===== src/hw/hwc_defs.svh =====
/*
 * Constants for the halt-mode wake-up controller: register indices,
 * field positions, reset values and timing counts.
 * Assumes inclusion by bare name from every file that needs them.
 */
`ifndef HWC_DEFS_SVH
`define HWC_DEFS_SVH

// ************************************************************
// Register indices (byte address is four times the index)
// ************************************************************
`define HWC_IDX_AWU_CSR 8'h2b
`define HWC_IDX_AWU_PRE 8'h2c
`define HWC_IDX_CTRL 8'h2d
`define HWC_IDX_STATUS 8'h2e

// ************************************************************
// Field positions
// ************************************************************
`define HWC_CSR_EN_BIT 0
`define HWC_CSR_MEAS_BIT 1
`define HWC_CSR_FLAG_BIT 2
`define HWC_CTRL_RTC_IE_BIT 0
`define HWC_CTRL_WDG_EN_BIT 1
`define HWC_CTRL_WDG_OPT_BIT 2
`define HWC_CTRL_LONG_BIT 3

// ************************************************************
// Reset values, encodings and timing counts
// ************************************************************
`define HWC_PRE_RESET 8'hff
`define HWC_PRE_FORBIDDEN 8'h00
`define HWC_OPC_HALT 8'h8e
`define HWC_MASK_HALT 2'h2
`define HWC_STAB_SHORT 13'h0100
`define HWC_STAB_LONG 13'h1000
`define HWC_FIXED_DIV 7'h40

`endif


===== src/hw/hwc_pkg.sv =====
/*
 * Types shared by the halt-mode wake-up controller and its timer.
 * Assumes hwc_defs.svh is available on the include path.
 */
`default_nettype none

package hwc_pkg;

    typedef enum logic [2:0] {
        HWC_RUN = 3'b000,
        HWC_HALT = 3'b001,
        HWC_ACTIVE = 3'b010,
        HWC_AWU_HALT = 3'b011,
        HWC_STAB = 3'b100
    } hwc_mode_t;

    typedef struct packed {
        logic [5:0] fixedCnt;
        logic [7:0] preCnt;
        logic expire;
    } hwc_tmr_state_t;

endpackage : hwc_pkg

`default_nettype wire


===== src/hw/hwc_awu_if.sv =====
/*
 * Carrier between the controller and the auto-wake timer.
 * Assumes both ends run on the same clock.
 */
`timescale 1ns/1ps
`default_nettype none

interface hwc_awu_if;
    logic run;
    logic [7:0] prescale;
    logic rcTick;
    logic expire;
    modport timer (input run, input prescale, input rcTick, output expire);
    modport ctrl (output run, output prescale, output rcTick, input expire);
endinterface : hwc_awu_if

`default_nettype wire


===== src/hw/hwc_awu_timer.sv =====
/*
 * Auto-wake delay timer: fixed divide by 64, then the programmable prescaler.
 * Assumes rcTick is a synchronised one-cycle pulse per rising RC oscillator edge.
 */
`timescale 1ns/1ps
`default_nettype none
`include "hwc_defs.svh"

module hwc_awu_timer
    import hwc_pkg::*;
(
    // Clock and reset
    input wire logic ref_clk,
    input wire logic rst_n,
    // Controller side
    hwc_awu_if.timer awu
);

    hwc_tmr_state_t st;
    hwc_tmr_state_t next_st;

    // ************************************************************
    // Divider chain
    // ************************************************************
    always_comb begin
        next_st = st;
        next_st.expire = 1'b0;
        if (!awu.run) begin
            next_st.fixedCnt = 6'h00;
            next_st.preCnt = 8'h00;
        end else if (awu.rcTick) begin
            next_st.fixedCnt = st.fixedCnt + 6'h01;
            if (st.fixedCnt == 6'(`HWC_FIXED_DIV - 7'h01)) begin
                // Delay is prescale times 64 RC periods
                if (st.preCnt + 8'h01 >= awu.prescale) begin
                    next_st.preCnt = 8'h00;
                    next_st.expire = 1'b1;
                end else begin
                    next_st.preCnt = st.preCnt + 8'h01;
                end
            end
        end
    end

    always_ff @(posedge ref_clk or negedge rst_n) begin
        if (!rst_n) begin
            st <= '0;
        end else begin
            st <= next_st;
        end
    end

    assign awu.expire = st.expire;

endmodule : hwc_awu_timer

`default_nettype wire


===== src/hw/hwc_halt_ctrl.sv =====
/*
 * Halt, active-halt and auto-wake-halt controller with its Avalon-MM registers.
 * Assumes the CPU core presents each fetched opcode with a valid strobe, and
 * that wake interrupts come from logic on ref_clk; the reset and RC inputs are pins.
 */
// Our own choices: the address map and the Avalon-MM slave port.
`timescale 1ns/1ps
`default_nettype none
`include "hwc_defs.svh"

module hwc_halt_ctrl
    import hwc_pkg::*;
(
    // Clock and reset
    input wire logic ref_clk,
    input wire logic rst_n,
    // Avalon-MM slave
    input wire logic [9:0] address,
    input wire logic read,
    input wire logic write,
    input wire logic [31:0] writedata,
    input wire logic [3:0] byteenable,
    output logic [31:0] readdata,
    output logic waitrequest,
    // CPU core
    input wire logic opValid,
    input wire logic [7:0] opcode,
    input wire logic wakeIrq,
    input wire logic rtcIrq,
    output logic maskForce,
    output logic [1:0] maskValue,
    output logic serviceIrq,
    output logic fetchVector,
    // Pins
    input wire logic resetPin,
    input wire logic rcClkPin,
    // Clock gating, watchdog and timer
    output logic mainOscEn,
    output logic periphClkEn,
    output logic rtcClkEn,
    output logic wdgReset,
    output logic awuIrq,
    output logic captureOne
);

    typedef struct packed {
        hwc_mode_t mode;
        logic waitReq;
        logic [31:0] rdata;
        logic auto_wake_enable;
        logic awuMeas;
        logic awuFlag;
        logic [7:0] pre;
        logic rtcIrqEn;
        logic wdgEn;
        logic wdgHaltOpt;
        logic longStab;
        logic [12:0] stabCnt;
        logic wakeByReset;
        logic oscEn;
        logic periphEn;
        logic rtcEn;
        logic maskForce;
        logic serviceIrq;
        logic fetchVector;
        logic wdgReset;
        logic capture;
        logic rstS1;
        logic rstS2;
        logic rcS1;
        logic rcS2;
        logic rcPrev;
    } hwc_state_t;

    hwc_state_t st;
    hwc_state_t next_st;
    hwc_awu_if awuBus ();

    // ************************************************************
    // Helpers
    // ************************************************************
    function automatic logic isReg(input logic [9:0] addr, input logic [7:0] idx);
        isReg = (addr == {idx, 2'b00});
    endfunction : isReg

    function automatic logic [12:0] stabLoad(input logic longSel);
        stabLoad = longSel ? (`HWC_STAB_LONG - 13'h0001) : (`HWC_STAB_SHORT - 13'h0001);
    endfunction : stabLoad

    logic haltOp;
    logic busRd;
    logic busWr;
    logic rcTick;

    assign haltOp = opValid && (opcode == `HWC_OPC_HALT);
    assign busRd = read && !st.waitReq;
    assign busWr = write && !st.waitReq && byteenable[0];
    // Edge detector reads only the second synchroniser stage
    assign rcTick = st.rcS2 && !st.rcPrev;

    assign awuBus.run = (st.mode == HWC_AWU_HALT);
    assign awuBus.prescale = st.pre;
    assign awuBus.rcTick = rcTick;

    // ************************************************************
    // Auto-wake timer
    // ************************************************************
    hwc_awu_timer u_timer (
        .ref_clk(ref_clk),
        .rst_n(rst_n),
        .awu(awuBus.timer)
    );

    // ************************************************************
    // Next-state logic
    // ************************************************************
    always_comb begin
        next_st = st;
        next_st.rstS1 = resetPin;
        next_st.rstS2 = st.rstS1;
        next_st.rcS1 = rcClkPin;
        next_st.rcS2 = st.rcS1;
        next_st.rcPrev = st.rcS2;
        next_st.serviceIrq = 1'b0;
        next_st.fetchVector = 1'b0;
        next_st.wdgReset = 1'b0;

        // Bus handshake: one wait cycle, then the answer
        next_st.waitReq = !((read || write) && st.waitReq);
        if ((read || write) && st.waitReq) begin
            next_st.rdata = 32'h0000_0000;
            if (read) begin
                if (isReg(address, `HWC_IDX_AWU_CSR)) begin
                    next_st.rdata[`HWC_CSR_EN_BIT] = st.auto_wake_enable;
                    next_st.rdata[`HWC_CSR_MEAS_BIT] = st.awuMeas;
                    next_st.rdata[`HWC_CSR_FLAG_BIT] = st.awuFlag;
                end else if (isReg(address, `HWC_IDX_AWU_PRE)) begin
                    next_st.rdata[7:0] = st.pre;
                end else if (isReg(address, `HWC_IDX_CTRL)) begin
                    next_st.rdata[`HWC_CTRL_RTC_IE_BIT] = st.rtcIrqEn;
                    next_st.rdata[`HWC_CTRL_WDG_EN_BIT] = st.wdgEn;
                    next_st.rdata[`HWC_CTRL_WDG_OPT_BIT] = st.wdgHaltOpt;
                    next_st.rdata[`HWC_CTRL_LONG_BIT] = st.longStab;
                end else if (isReg(address, `HWC_IDX_STATUS)) begin
                    next_st.rdata[2:0] = st.mode;
                end
            end
        end

        // Flag clears on the read that completes; a same-cycle set still wins
        if (busRd && isReg(address, `HWC_IDX_AWU_CSR)) begin
            next_st.awuFlag = 1'b0;
        end
        if (busWr) begin
            if (isReg(address, `HWC_IDX_AWU_CSR)) begin
                next_st.auto_wake_enable = writedata[`HWC_CSR_EN_BIT];
                next_st.awuMeas = writedata[`HWC_CSR_MEAS_BIT];
            end else if (isReg(address, `HWC_IDX_AWU_PRE)) begin
                if (writedata[7:0] != `HWC_PRE_FORBIDDEN) begin
                    next_st.pre = writedata[7:0];
                end
            end else if (isReg(address, `HWC_IDX_CTRL)) begin
                next_st.rtcIrqEn = writedata[`HWC_CTRL_RTC_IE_BIT];
                next_st.wdgEn = writedata[`HWC_CTRL_WDG_EN_BIT];
                next_st.wdgHaltOpt = writedata[`HWC_CTRL_WDG_OPT_BIT];
                next_st.longStab = writedata[`HWC_CTRL_LONG_BIT];
            end
        end

        if (awuBus.expire) begin
            next_st.awuFlag = 1'b1;
        end

        unique case (st.mode)
            HWC_RUN: begin
                if (haltOp) begin
                    if (st.rtcIrqEn) begin
                        // Active halt takes priority and never trips the watchdog
                        next_st.mode = HWC_ACTIVE;
                        next_st.maskForce = 1'b1;
                        next_st.periphEn = 1'b0;
                        next_st.rtcEn = 1'b1;
                    end else if (st.wdgEn && !st.wdgHaltOpt) begin
                        next_st.wdgReset = 1'b1;
                    end else begin
                        next_st.mode = st.auto_wake_enable ? HWC_AWU_HALT : HWC_HALT;
                        next_st.maskForce = 1'b1;
                        next_st.oscEn = 1'b0;
                        next_st.periphEn = 1'b0;
                        next_st.rtcEn = 1'b0;
                    end
                end
            end
            HWC_HALT, HWC_AWU_HALT: begin
                // A pending interrupt wakes on the first halted cycle
                if (st.rstS2 || wakeIrq || awuBus.expire) begin
                    next_st.mode = HWC_STAB;
                    next_st.oscEn = 1'b1;
                    next_st.wakeByReset = st.rstS2;
                    next_st.stabCnt = stabLoad(st.longStab);
                end
            end
            HWC_ACTIVE: begin
                if (st.rstS2) begin
                    next_st.mode = HWC_STAB;
                    next_st.wakeByReset = 1'b1;
                    next_st.stabCnt = stabLoad(st.longStab);
                end else if (wakeIrq || rtcIrq) begin
                    // Oscillator never stopped, so no stabilisation here
                    next_st.mode = HWC_RUN;
                    next_st.periphEn = 1'b1;
                    next_st.rtcEn = 1'b0;
                    next_st.serviceIrq = 1'b1;
                    next_st.maskForce = 1'b0;
                end
            end
            HWC_STAB: begin
                if (st.stabCnt == 13'h0000) begin
                    next_st.mode = HWC_RUN;
                    next_st.periphEn = 1'b1;
                    next_st.rtcEn = 1'b0;
                    next_st.maskForce = 1'b0;
                    next_st.serviceIrq = !st.wakeByReset;
                    next_st.fetchVector = st.wakeByReset;
                    next_st.wakeByReset = 1'b0;
                end else begin
                    next_st.stabCnt = st.stabCnt - 13'h0001;
                end
            end
            default: begin
                next_st.mode = HWC_RUN;
            end
        endcase

        // Uses the next mode so capture never stands in the first halted cycle
        next_st.capture = st.awuMeas && (next_st.mode == HWC_RUN) && st.rcS2;
    end

    // ************************************************************
    // State register
    // ************************************************************
    always_ff @(posedge ref_clk or negedge rst_n) begin
        if (!rst_n) begin
            st <= '0;
            st.mode <= HWC_RUN;
            st.waitReq <= 1'b1;
            st.pre <= `HWC_PRE_RESET;
            st.oscEn <= 1'b1;
            st.periphEn <= 1'b1;
        end else begin
            st <= next_st;
        end
    end

    // ************************************************************
    // Outputs
    // ************************************************************
    assign readdata = st.rdata;
    assign waitrequest = st.waitReq;
    assign maskForce = st.maskForce;
    assign maskValue = `HWC_MASK_HALT;
    assign serviceIrq = st.serviceIrq;
    assign fetchVector = st.fetchVector;
    assign mainOscEn = st.oscEn;
    assign periphClkEn = st.periphEn;
    assign rtcClkEn = st.rtcEn;
    assign wdgReset = st.wdgReset;
    assign awuIrq = st.awuFlag;
    assign captureOne = st.capture;

endmodule : hwc_halt_ctrl

`default_nettype wire


===== config.mk =====
export PLATFORM = sky130hd
export DESIGN_NAME = hwc_halt_ctrl
export DESIGN_NICKNAME = d
export VERILOG_FILES = /design/src/hw/hwc_pkg.sv /design/src/hw/hwc_awu_if.sv /design/src/hw/hwc_awu_timer.sv /design/src/hw/hwc_halt_ctrl.sv
export VERILOG_INCLUDE_DIRS = /design/src /design/src/hw
export SDC_FILE = /design/constraint.sdc
export NUM_CORES = 1
export LEC_CHECK = 0
export ABC_AREA = 1
export BUFFER_PORTS_ARGS = -buffer_cell sky130_fd_sc_hd__clkbuf_2
export CAP_MARGIN = 10
export CORE_UTILIZATION = 46
export CTS_BUF_LIST = sky130_fd_sc_hd__clkbuf_8
export CTS_CLUSTER_SIZE = 30
export DETAILED_ROUTE_END_ITERATION = 8
export GPL_TIMING_DRIVEN = 1
export PLACE_DENSITY = 0.73
export SYNTH_ARGS = -nofsm -noshare
export SYNTH_HDL_FRONTEND = slang
export SYNTH_SLANG_ARGS = --single-unit

===== constraint.sdc =====
create_clock -name ref_clk -period 5.3 [get_ports ref_clk]
set_clock_uncertainty 0.05 [all_clocks]
set_input_delay 1.06 -clock ref_clk [delete_from_list [all_inputs] [get_ports ref_clk]]
set_output_delay 1.06 -clock ref_clk [all_outputs]
set_load 0.005 [all_outputs]

Yosys cells after proc, flatten, opt, wreduce, memory -nomap -nowiden
Index checks and enable logic that the tools add are counted.
{ "word_totals": {"out_inout_bits": 44, "inputBits": 63, "regBits": 69} }
{ "classes": {"reduce_logical": 36, "n_eq_ne": 22, "n_mux": 46, "n_addsub": 3, "magnitude_cmp": 1, "bitwise_logic": 2} }
{ "ops": {"columns": ["op", "n"], "rows": [
  ["$pmux W14 S3", 1],
  ["$eq A10 B8 Y1 const B", 4],
  ["$mux W3", 11],
  ["$mux W15", 2],
  ["$mux W14", 2],
  ["$mux W4", 6],
  ["$ne A2 B2 Y1 const B", 11],
  ["$mux W8", 2],
  ["$reduce_and A4 Y1", 4],
  ["$logic_not A13 Y1", 1],
  ["$mux W13", 1],
  ["$sub A13 B1 Y13 const B", 1],
  ["$mux W1", 12],
  ["$mux W12", 1],
  ["$pmux W3 S4", 1],
  ["$logic_and A1 B1 Y1", 10],
  ["$mux W5", 2],
  ["$mux W9", 1],
  ["$pmux W3 S3", 1],
  ["$add A8 B1 Y8 const B", 1],
  ["$eq A8 B8 Y1 const B", 1],
  ["$ge A8 B8 Y1", 1],
  ["$reduce_bool A8 Y1", 1],
  ["$add A6 B1 Y6 const B", 1],
  ["other kinds (17)", 31]
]} }

Depth between registers and ports, before layout
{ "depth": {"ltp_word": 9, "ltp_mapped": 13} }

Hierarchy
From an unflattened synthesis, not the netlist that was laid out.
{ "hier_totals": {"cells_unflattened": 566, "area_unflattened_um2": 4325.4} }
{ "modules_own_cells": {"columns": ["module", "area_per_inst_um2", "seq_area_each_um2", "cells_per_inst", "n_inst"], "rows": [
  ["hwc_halt_ctrl", 3249.4, 1365.1, 429, 1],
  ["hwc_awu_timer", 1076.0, 375.4, 137, 1]
]} }

Worst setup path after synthesis
Ideal clock, no wire load.
{ "synth_timing": {"kind": "input to register", "from": "input port address[1]", "to": "register st, in the netlist awuBus.prescale[0]", "t_arrival_ns": 1.986, "setup_ns": 0.076, "path_slack_ns": 3.187, "cell_stages": 8, "required_time_ns": 5.174, "path_cell_list": "nor2_1 -> inv_1 -> nor3_1 -> nand3_1 -> nor2_4 -> nand2_1 -> nand2_1 -> nand2_1"} }
{ "synth_between": {"elab_chain_len": 3, "word_cells_on_any_way": 4} }
{ "synth_rtl": {"columns": ["item", "line_no", "source"], "rows": [
  ["from (decl)", "hwc_halt_ctrl.sv:18", "input wire logic [9:0] address,"],
  ["$eq A10 B8 Y1", "hwc_halt_ctrl.sv:83", "isReg = (addr == {idx, 2'b00});"],
  ["$not A1 Y1 (no source line)", null, null],
  ["$reduce_and A4 Y1 (no source line) *", null, null],
  ["to (signal assigned)", "hwc_halt_ctrl.sv:251", "st <= next_st;"],
  ["to (decl)", "hwc_halt_ctrl.sv:75", "hwc_state_t st;"]
]} }
Every way passes the cells marked *; elsewhere a longest branch is shown, timed or not.
A chain may end at the register's enable or synchronous reset.

Worst setup path in the final report
{ "layout_timing": {"from": "register u_timer.st[1] (netlist bit)", "to": "register u_timer.st[1] (netlist bit)"} }
{ "layout_between": {"elab_chain_len": 6} }
{ "layout_rtl": {"columns": ["item", "line_no", "source"], "rows": [
  ["from (decl)", "hwc_awu_timer.sv:19", "hwc_tmr_state_t st;"],
  ["from (signal assigned)", "hwc_awu_timer.sv:49", "st <= next_st;"],
  ["$add A8 B1 Y8 *", "hwc_awu_timer.sv:35, hwc_awu_timer.sv:39", null],
  ["$ge A8 B8 Y1", "hwc_awu_timer.sv:35", "if (st.preCnt + 8'h01 >= awu.prescale) begin"],
  ["$mux W8 *", "hwc_awu_timer.sv:35", null],
  ["$mux W9 *", "hwc_awu_timer.sv:33", "if (st.fixedCnt == 6'(`HWC_FIXED_DIV - 7'h01)) begin"],
  ["$mux W15 *", "hwc_awu_timer.sv:31", "end else if (awu.rcTick) begin"],
  ["$mux W14 *", "hwc_awu_timer.sv:28", "if (!awu.run) begin"]
]} }
Every way passes the cells marked *; elsewhere a longest branch is shown, timed or not. The select of a mux whose other input is x is not followed.

==> impl_table.tex <==
\begin{tabular}{lr}
\hline
Metric & Value \\
\hline
\multicolumn{2}{l}{\textbf{Outcome}} \\
\quad Outcome & finished clean \\
\multicolumn{2}{l}{\textbf{Detailed routing}} \\
\quad Total length of routed wires & 9.15 mm \\
\quad Routed wire per std cell & 12.2 µm \\
\quad Total number of vias & 3754 \\
\quad Total iterations of the first detailed-routing run & 4 \\
\quad Number of DRC violations after detailed routing & 0 \\
\quad Initial drt markers & 169 \\
\quad Per-cell via count in the routed design & 4.99 \\
\quad Remaining number of nets flagged by the antenna check after routing & 0 \\
\multicolumn{2}{l}{\textbf{Synthesis}} \\
\quad Top post-synthesis cells by area & sky130\_fd\_sc\_hd\_\_dfrtp\_1 33\%, sky130\_fd\_sc\_hd\_\_nand2\_1 14\%, sky130\_fd\_sc\_hd\_\_dfstp\_2 6.6\% \\
\quad Post-synthesis instance total & 585 \\
\quad YS warnings & 0 \\
\quad Fraction of synthesized area in multiplexers & 0\% \\
\quad Synthesized area per cell & 7.46 µm² \\
\quad Yosys cell types & 41 \\
\quad Fraction of registers with async set/reset & 100\% \\
\quad Post-synthesis instance area & 4370 µm² \\
\quad Post-synth EDFFs & 0 \\
\quad Main synth FF type & sky130\_fd\_sc\_hd\_\_dfrtp\_1 \\
\quad Area share of and/or/nand/nor cells after synthesis & 34.9\% \\
\quad Synth Area in XOR/XNOR & 1.20\% \\
\quad Main combinational cell family by area after synthesis & simple AND/OR/NAND/NOR gates \\
\quad Adder-cell area share of the yosys netlist & 3.44\% \\
\quad Number of synthesized register bits & 69 \\
\quad Sequential area share after synthesis & 39.9\% \\
\quad Cell taking the most area after synthesis & sky130\_fd\_sc\_hd\_\_dfrtp\_1 \\
\quad Fraction of synthesized cell area taken by the top area cell type & 33.2\% \\
\quad Post-synthesis compound-gate area fraction & 6.99\% \\
\multicolumn{2}{l}{\textbf{Min path}} \\
\quad Launch point of the worst hold path & next\_st[3] \\
\quad Hold WC Path Type & reg -> reg \\
\multicolumn{2}{l}{\textbf{Timing}} \\
\quad Max Slew Vio Count & 0 \\
\quad Worst Tran Pin Value & 1.03 ns \\
\quad Crit path time final & 2.31 ns \\
\quad Aggregate negative setup slack & 0 ns \\
\quad Number of hold violations in the final report & 0 \\
\quad Crit share post-route & 43.6\% \\
\quad Top achievable clock speed & 0.433 GHz \\
\quad Max transition margin & 31.0\% \\
\quad Setup-violating endpoint count in the final report & 0 \\
\quad RSZ-0062 raised after global routing & no \\
\multicolumn{2}{l}{\textbf{Clocking}} \\
\quad Number of setup buffers added after CTS & 0 \\
\quad Source-to-sink clock delay at the later pin of the worst-skew pair & 0.37 ns \\
\quad CTS sink cnt & 69 \\
\quad Number of buffers on the longest clock path & 2 \\
\quad Root buffer cell & sky130\_fd\_sc\_hd\_\_clkbuf\_8 \\
\quad Number of buffers created by CTS & 9 \\
\quad Clock input transition at the sequential cells of the worst setup and hold paths & 0.07 ns \\
\quad H-tree lvl count & 3 \\
\quad \# resized after CTS & 0 \\
\quad Number of hold buffers added after CTS & 0 \\
\quad TritonCTS clock tree & built \\
\multicolumn{2}{l}{\textbf{GRT}} \\
\quad Met2 global-route usage & 34.5\% \\
\quad Leftover overflow at the end of global routing & 0 \\
\quad Global-route wire length before repair & 15.9 mm \\
\quad Number of antenna violations at the first check in global routing & 0 \\
\quad Vias in the first global route & 3548 \\
\quad Largest net degree at the start of global routing & 47 \\
\quad Met1 capacity usage during global routing & 25.2\% \\
\quad Total track usage & 20.5\% \\
\quad Met3 Resource Use GR & 5.97\% \\
\quad Layer carrying the most global-route usage & met2 \\
\multicolumn{2}{l}{\textbf{Die}} \\
\quad Number of rows created at floorplan & 35 \\
\quad Horizontal die dimension & 99.4 µm \\
\quad Die Y & 99.4 µm \\
\quad Starting density of the core & 47.5\% \\
\quad Core ar. & 9200 µm² \\
\quad Floorplan die area & 9890 µm² \\
\quad Number of top-level pins & 107 \\
\multicolumn{2}{l}{\textbf{Critical path}} \\
\quad Startpoint type of the worst setup path & flip-flop \\
\quad Start of the worst register-to-register path & u\_timer.st[1] \\
\quad Flop2flop setup slack & 2.99 ns \\
\quad Setup Crit Path Kind & reg -> reg \\
\quad Biggest fanout along the worst timing path & 9 \\
\quad Arrival time worst endpoint & 2.50 ns \\
\quad Type of element capturing the critical path & flip-flop \\
\quad Worst setup path startpoint & u\_timer.st[1] \\
\quad CP Data Required Time & 5.50 ns \\
\multicolumn{2}{l}{\textbf{Power and ir drop}} \\
\quad Lkg Pwr & 2.56 nW \\
\quad Pwr dens & 230 nW/µm² \\
\quad Peak ir drop on the vdd network & 0.187 mV \\
\multicolumn{2}{l}{\textbf{Place}} \\
\quad Cell area after placement & 4570 µm² \\
\quad Placed wire-length estimate after detailed placement & 7.03 mm \\
\quad PortBufs & 53 \\
\quad RePlAce Congestion & 0.842 \\
\multicolumn{2}{l}{\textbf{Cells and area}} \\
\quad Fraction of layout instances using a drive strength above 1 & 18.4\% \\
\quad Area occupied by registers & 1740 µm² \\
\quad Relative area change from synthesis to final layout & 10.1\% \\
\quad Most frequent standard cell in the layout excluding fill and tap cells & sky130\_fd\_sc\_hd\_\_nand2\_1 \\
\quad Commonest non-fill, non-tap cells in the layout & 165 x sky130\_fd\_sc\_hd\_\_nand2\_1, 70 x sky130\_fd\_sc\_hd\_\_inv\_1, 64 x sky130\_fd\_sc\_hd\_\_nor2\_1, 58 x sky130\_fd\_sc\_hd\_\_dfrtp\_1, 52 x sky130\_fd\_sc\_hd\_\_clkbuf\_2 \\
\quad Total Nets Final & 711 \\
\quad Fill cell count & 888 \\
\quad Area of all placed cells without fillers & 4810 µm² \\
\quad Area occupied by multi-input gates & 2130 µm² \\
\quad N\_diodes & 0 \\
\multicolumn{2}{l}{\textbf{Run}} \\
\quad Max Cap Violations & 0 \\
\hline
\end{tabular}
## layout make-up
type | instances | area share, %
clock buffer | 9 | 2.58
clock inverter | 7 | 2.37
inverter | 75 | 5.96
multi-input combinational | 427 | 44.3
sequential | 69 | 36.2
tap | 111 | 2.89
timing repair buffer | 54 | 5.68
## cells in the mapped netlist, types with 3 or more instances
cell / count
sky130_fd_sc_hd__xor2_1: 4
sky130_fd_sc_hd__nor2_4: 3
sky130_fd_sc_hd__ha_1: 12
sky130_fd_sc_hd__buf_4: 35
sky130_fd_sc_hd__a21oi_1: 10
sky130_fd_sc_hd__nor3_1: 8
sky130_fd_sc_hd__a21oi_2: 3
sky130_fd_sc_hd__nand4_1: 12
sky130_fd_sc_hd__o21ai_1: 14
sky130_fd_sc_hd__nand3_1: 51
sky130_fd_sc_hd__inv_1: 70
sky130_fd_sc_hd__o21ai_0: 16
sky130_fd_sc_hd__nand2_2: 10
sky130_fd_sc_hd__dfstp_2: 11
sky130_fd_sc_hd__nand2_1: 165
sky130_fd_sc_hd__nor2_1: 64
sky130_fd_sc_hd__inv_2: 4
sky130_fd_sc_hd__o21ai_2: 4
sky130_fd_sc_hd__dfrtp_1: 58
## stage by stage
stage          std cells  util (%)  power, mW  worst slack [ns]  hold WS [ns]
6_report             752      52.3       1.11              2.99         0.313
5_1_grt              752      52.3       1.14              2.68         0.325
4_1_cts              752      52.3       1.12              2.99         0.313
3_5_place_dp         736      49.7      0.597              2.80         0.288
3_3_place_gp         736      49.7      0.596              2.88         0.297
2_1_floorplan        609         -      0.578              3.19         0.281
## cell families after synthesis
family | Yosys count
AND/OR/NAND/NOR | 330
buffers and inverters | 113
flip-flops | 69
AO/OA/AOI/OAI | 53
adder cells (fa/ha/maj) | 12
XOR/XNOR | 6
other | 2
## power breakdown
part           switching, mW  internal, mW
clock network          0.209         0.311
registers            0.00277         0.531
logic                 0.0380        0.0159
total                  0.250         0.857
## sequential cells by signal, summed over array words and instances (netlist names)
signal and count:
awuBus.prescale 8, awuIrq 1, captureOne 1, fetchVector 1, mainOscEn 1, maskForce 1, next_st 3, periphClkEn 1
readdata 8, rtcClkEn 1, serviceIrq 1, st 25, u_timer.awu.expire 1, u_timer.st 14, waitrequest 1, wdgReset 1
## layer usage
layer | share of wire [%] | routed length [µm]
met4 | 0.86 | 79
met2 | 48 | 4370
met5 | 0 | 0
met3 | 5.4 | 493
met1 | 46 | 4210
## worst max-delay path: stages, from the launching register on
cell and delay [ns]:
sky130_fd_sc_hd__dfrtp_1 0.44, sky130_fd_sc_hd__ha_1 0.24, sky130_fd_sc_hd__nand3_1 0.13, sky130_fd_sc_hd__nor2_1 0.11, sky130_fd_sc_hd__nand3_1 0.07, sky130_fd_sc_hd__nand2_1 0.07
sky130_fd_sc_hd__inv_1 0.06, sky130_fd_sc_hd__ha_1 0.27, sky130_fd_sc_hd__nand2_1 0.07, sky130_fd_sc_hd__nor2_1 0.15, sky130_fd_sc_hd__nand4_1 0.10, sky130_fd_sc_hd__nand3_1 0.32
sky130_fd_sc_hd__o21ai_1 0.11
## worst paths after layout
path | depth (start not counted) | to
min in group asynchronous | 1 | st[17]
max | 12 | u_timer.st[1]
max reg2reg | 12 | u_timer.st[1]
min reg2reg | 0 | st[3]
min | 0 | st[3]
max in group asynchronous | 2 | awuBus.prescale[5]
Note: power is estimated with default switching activity, not from simulation.
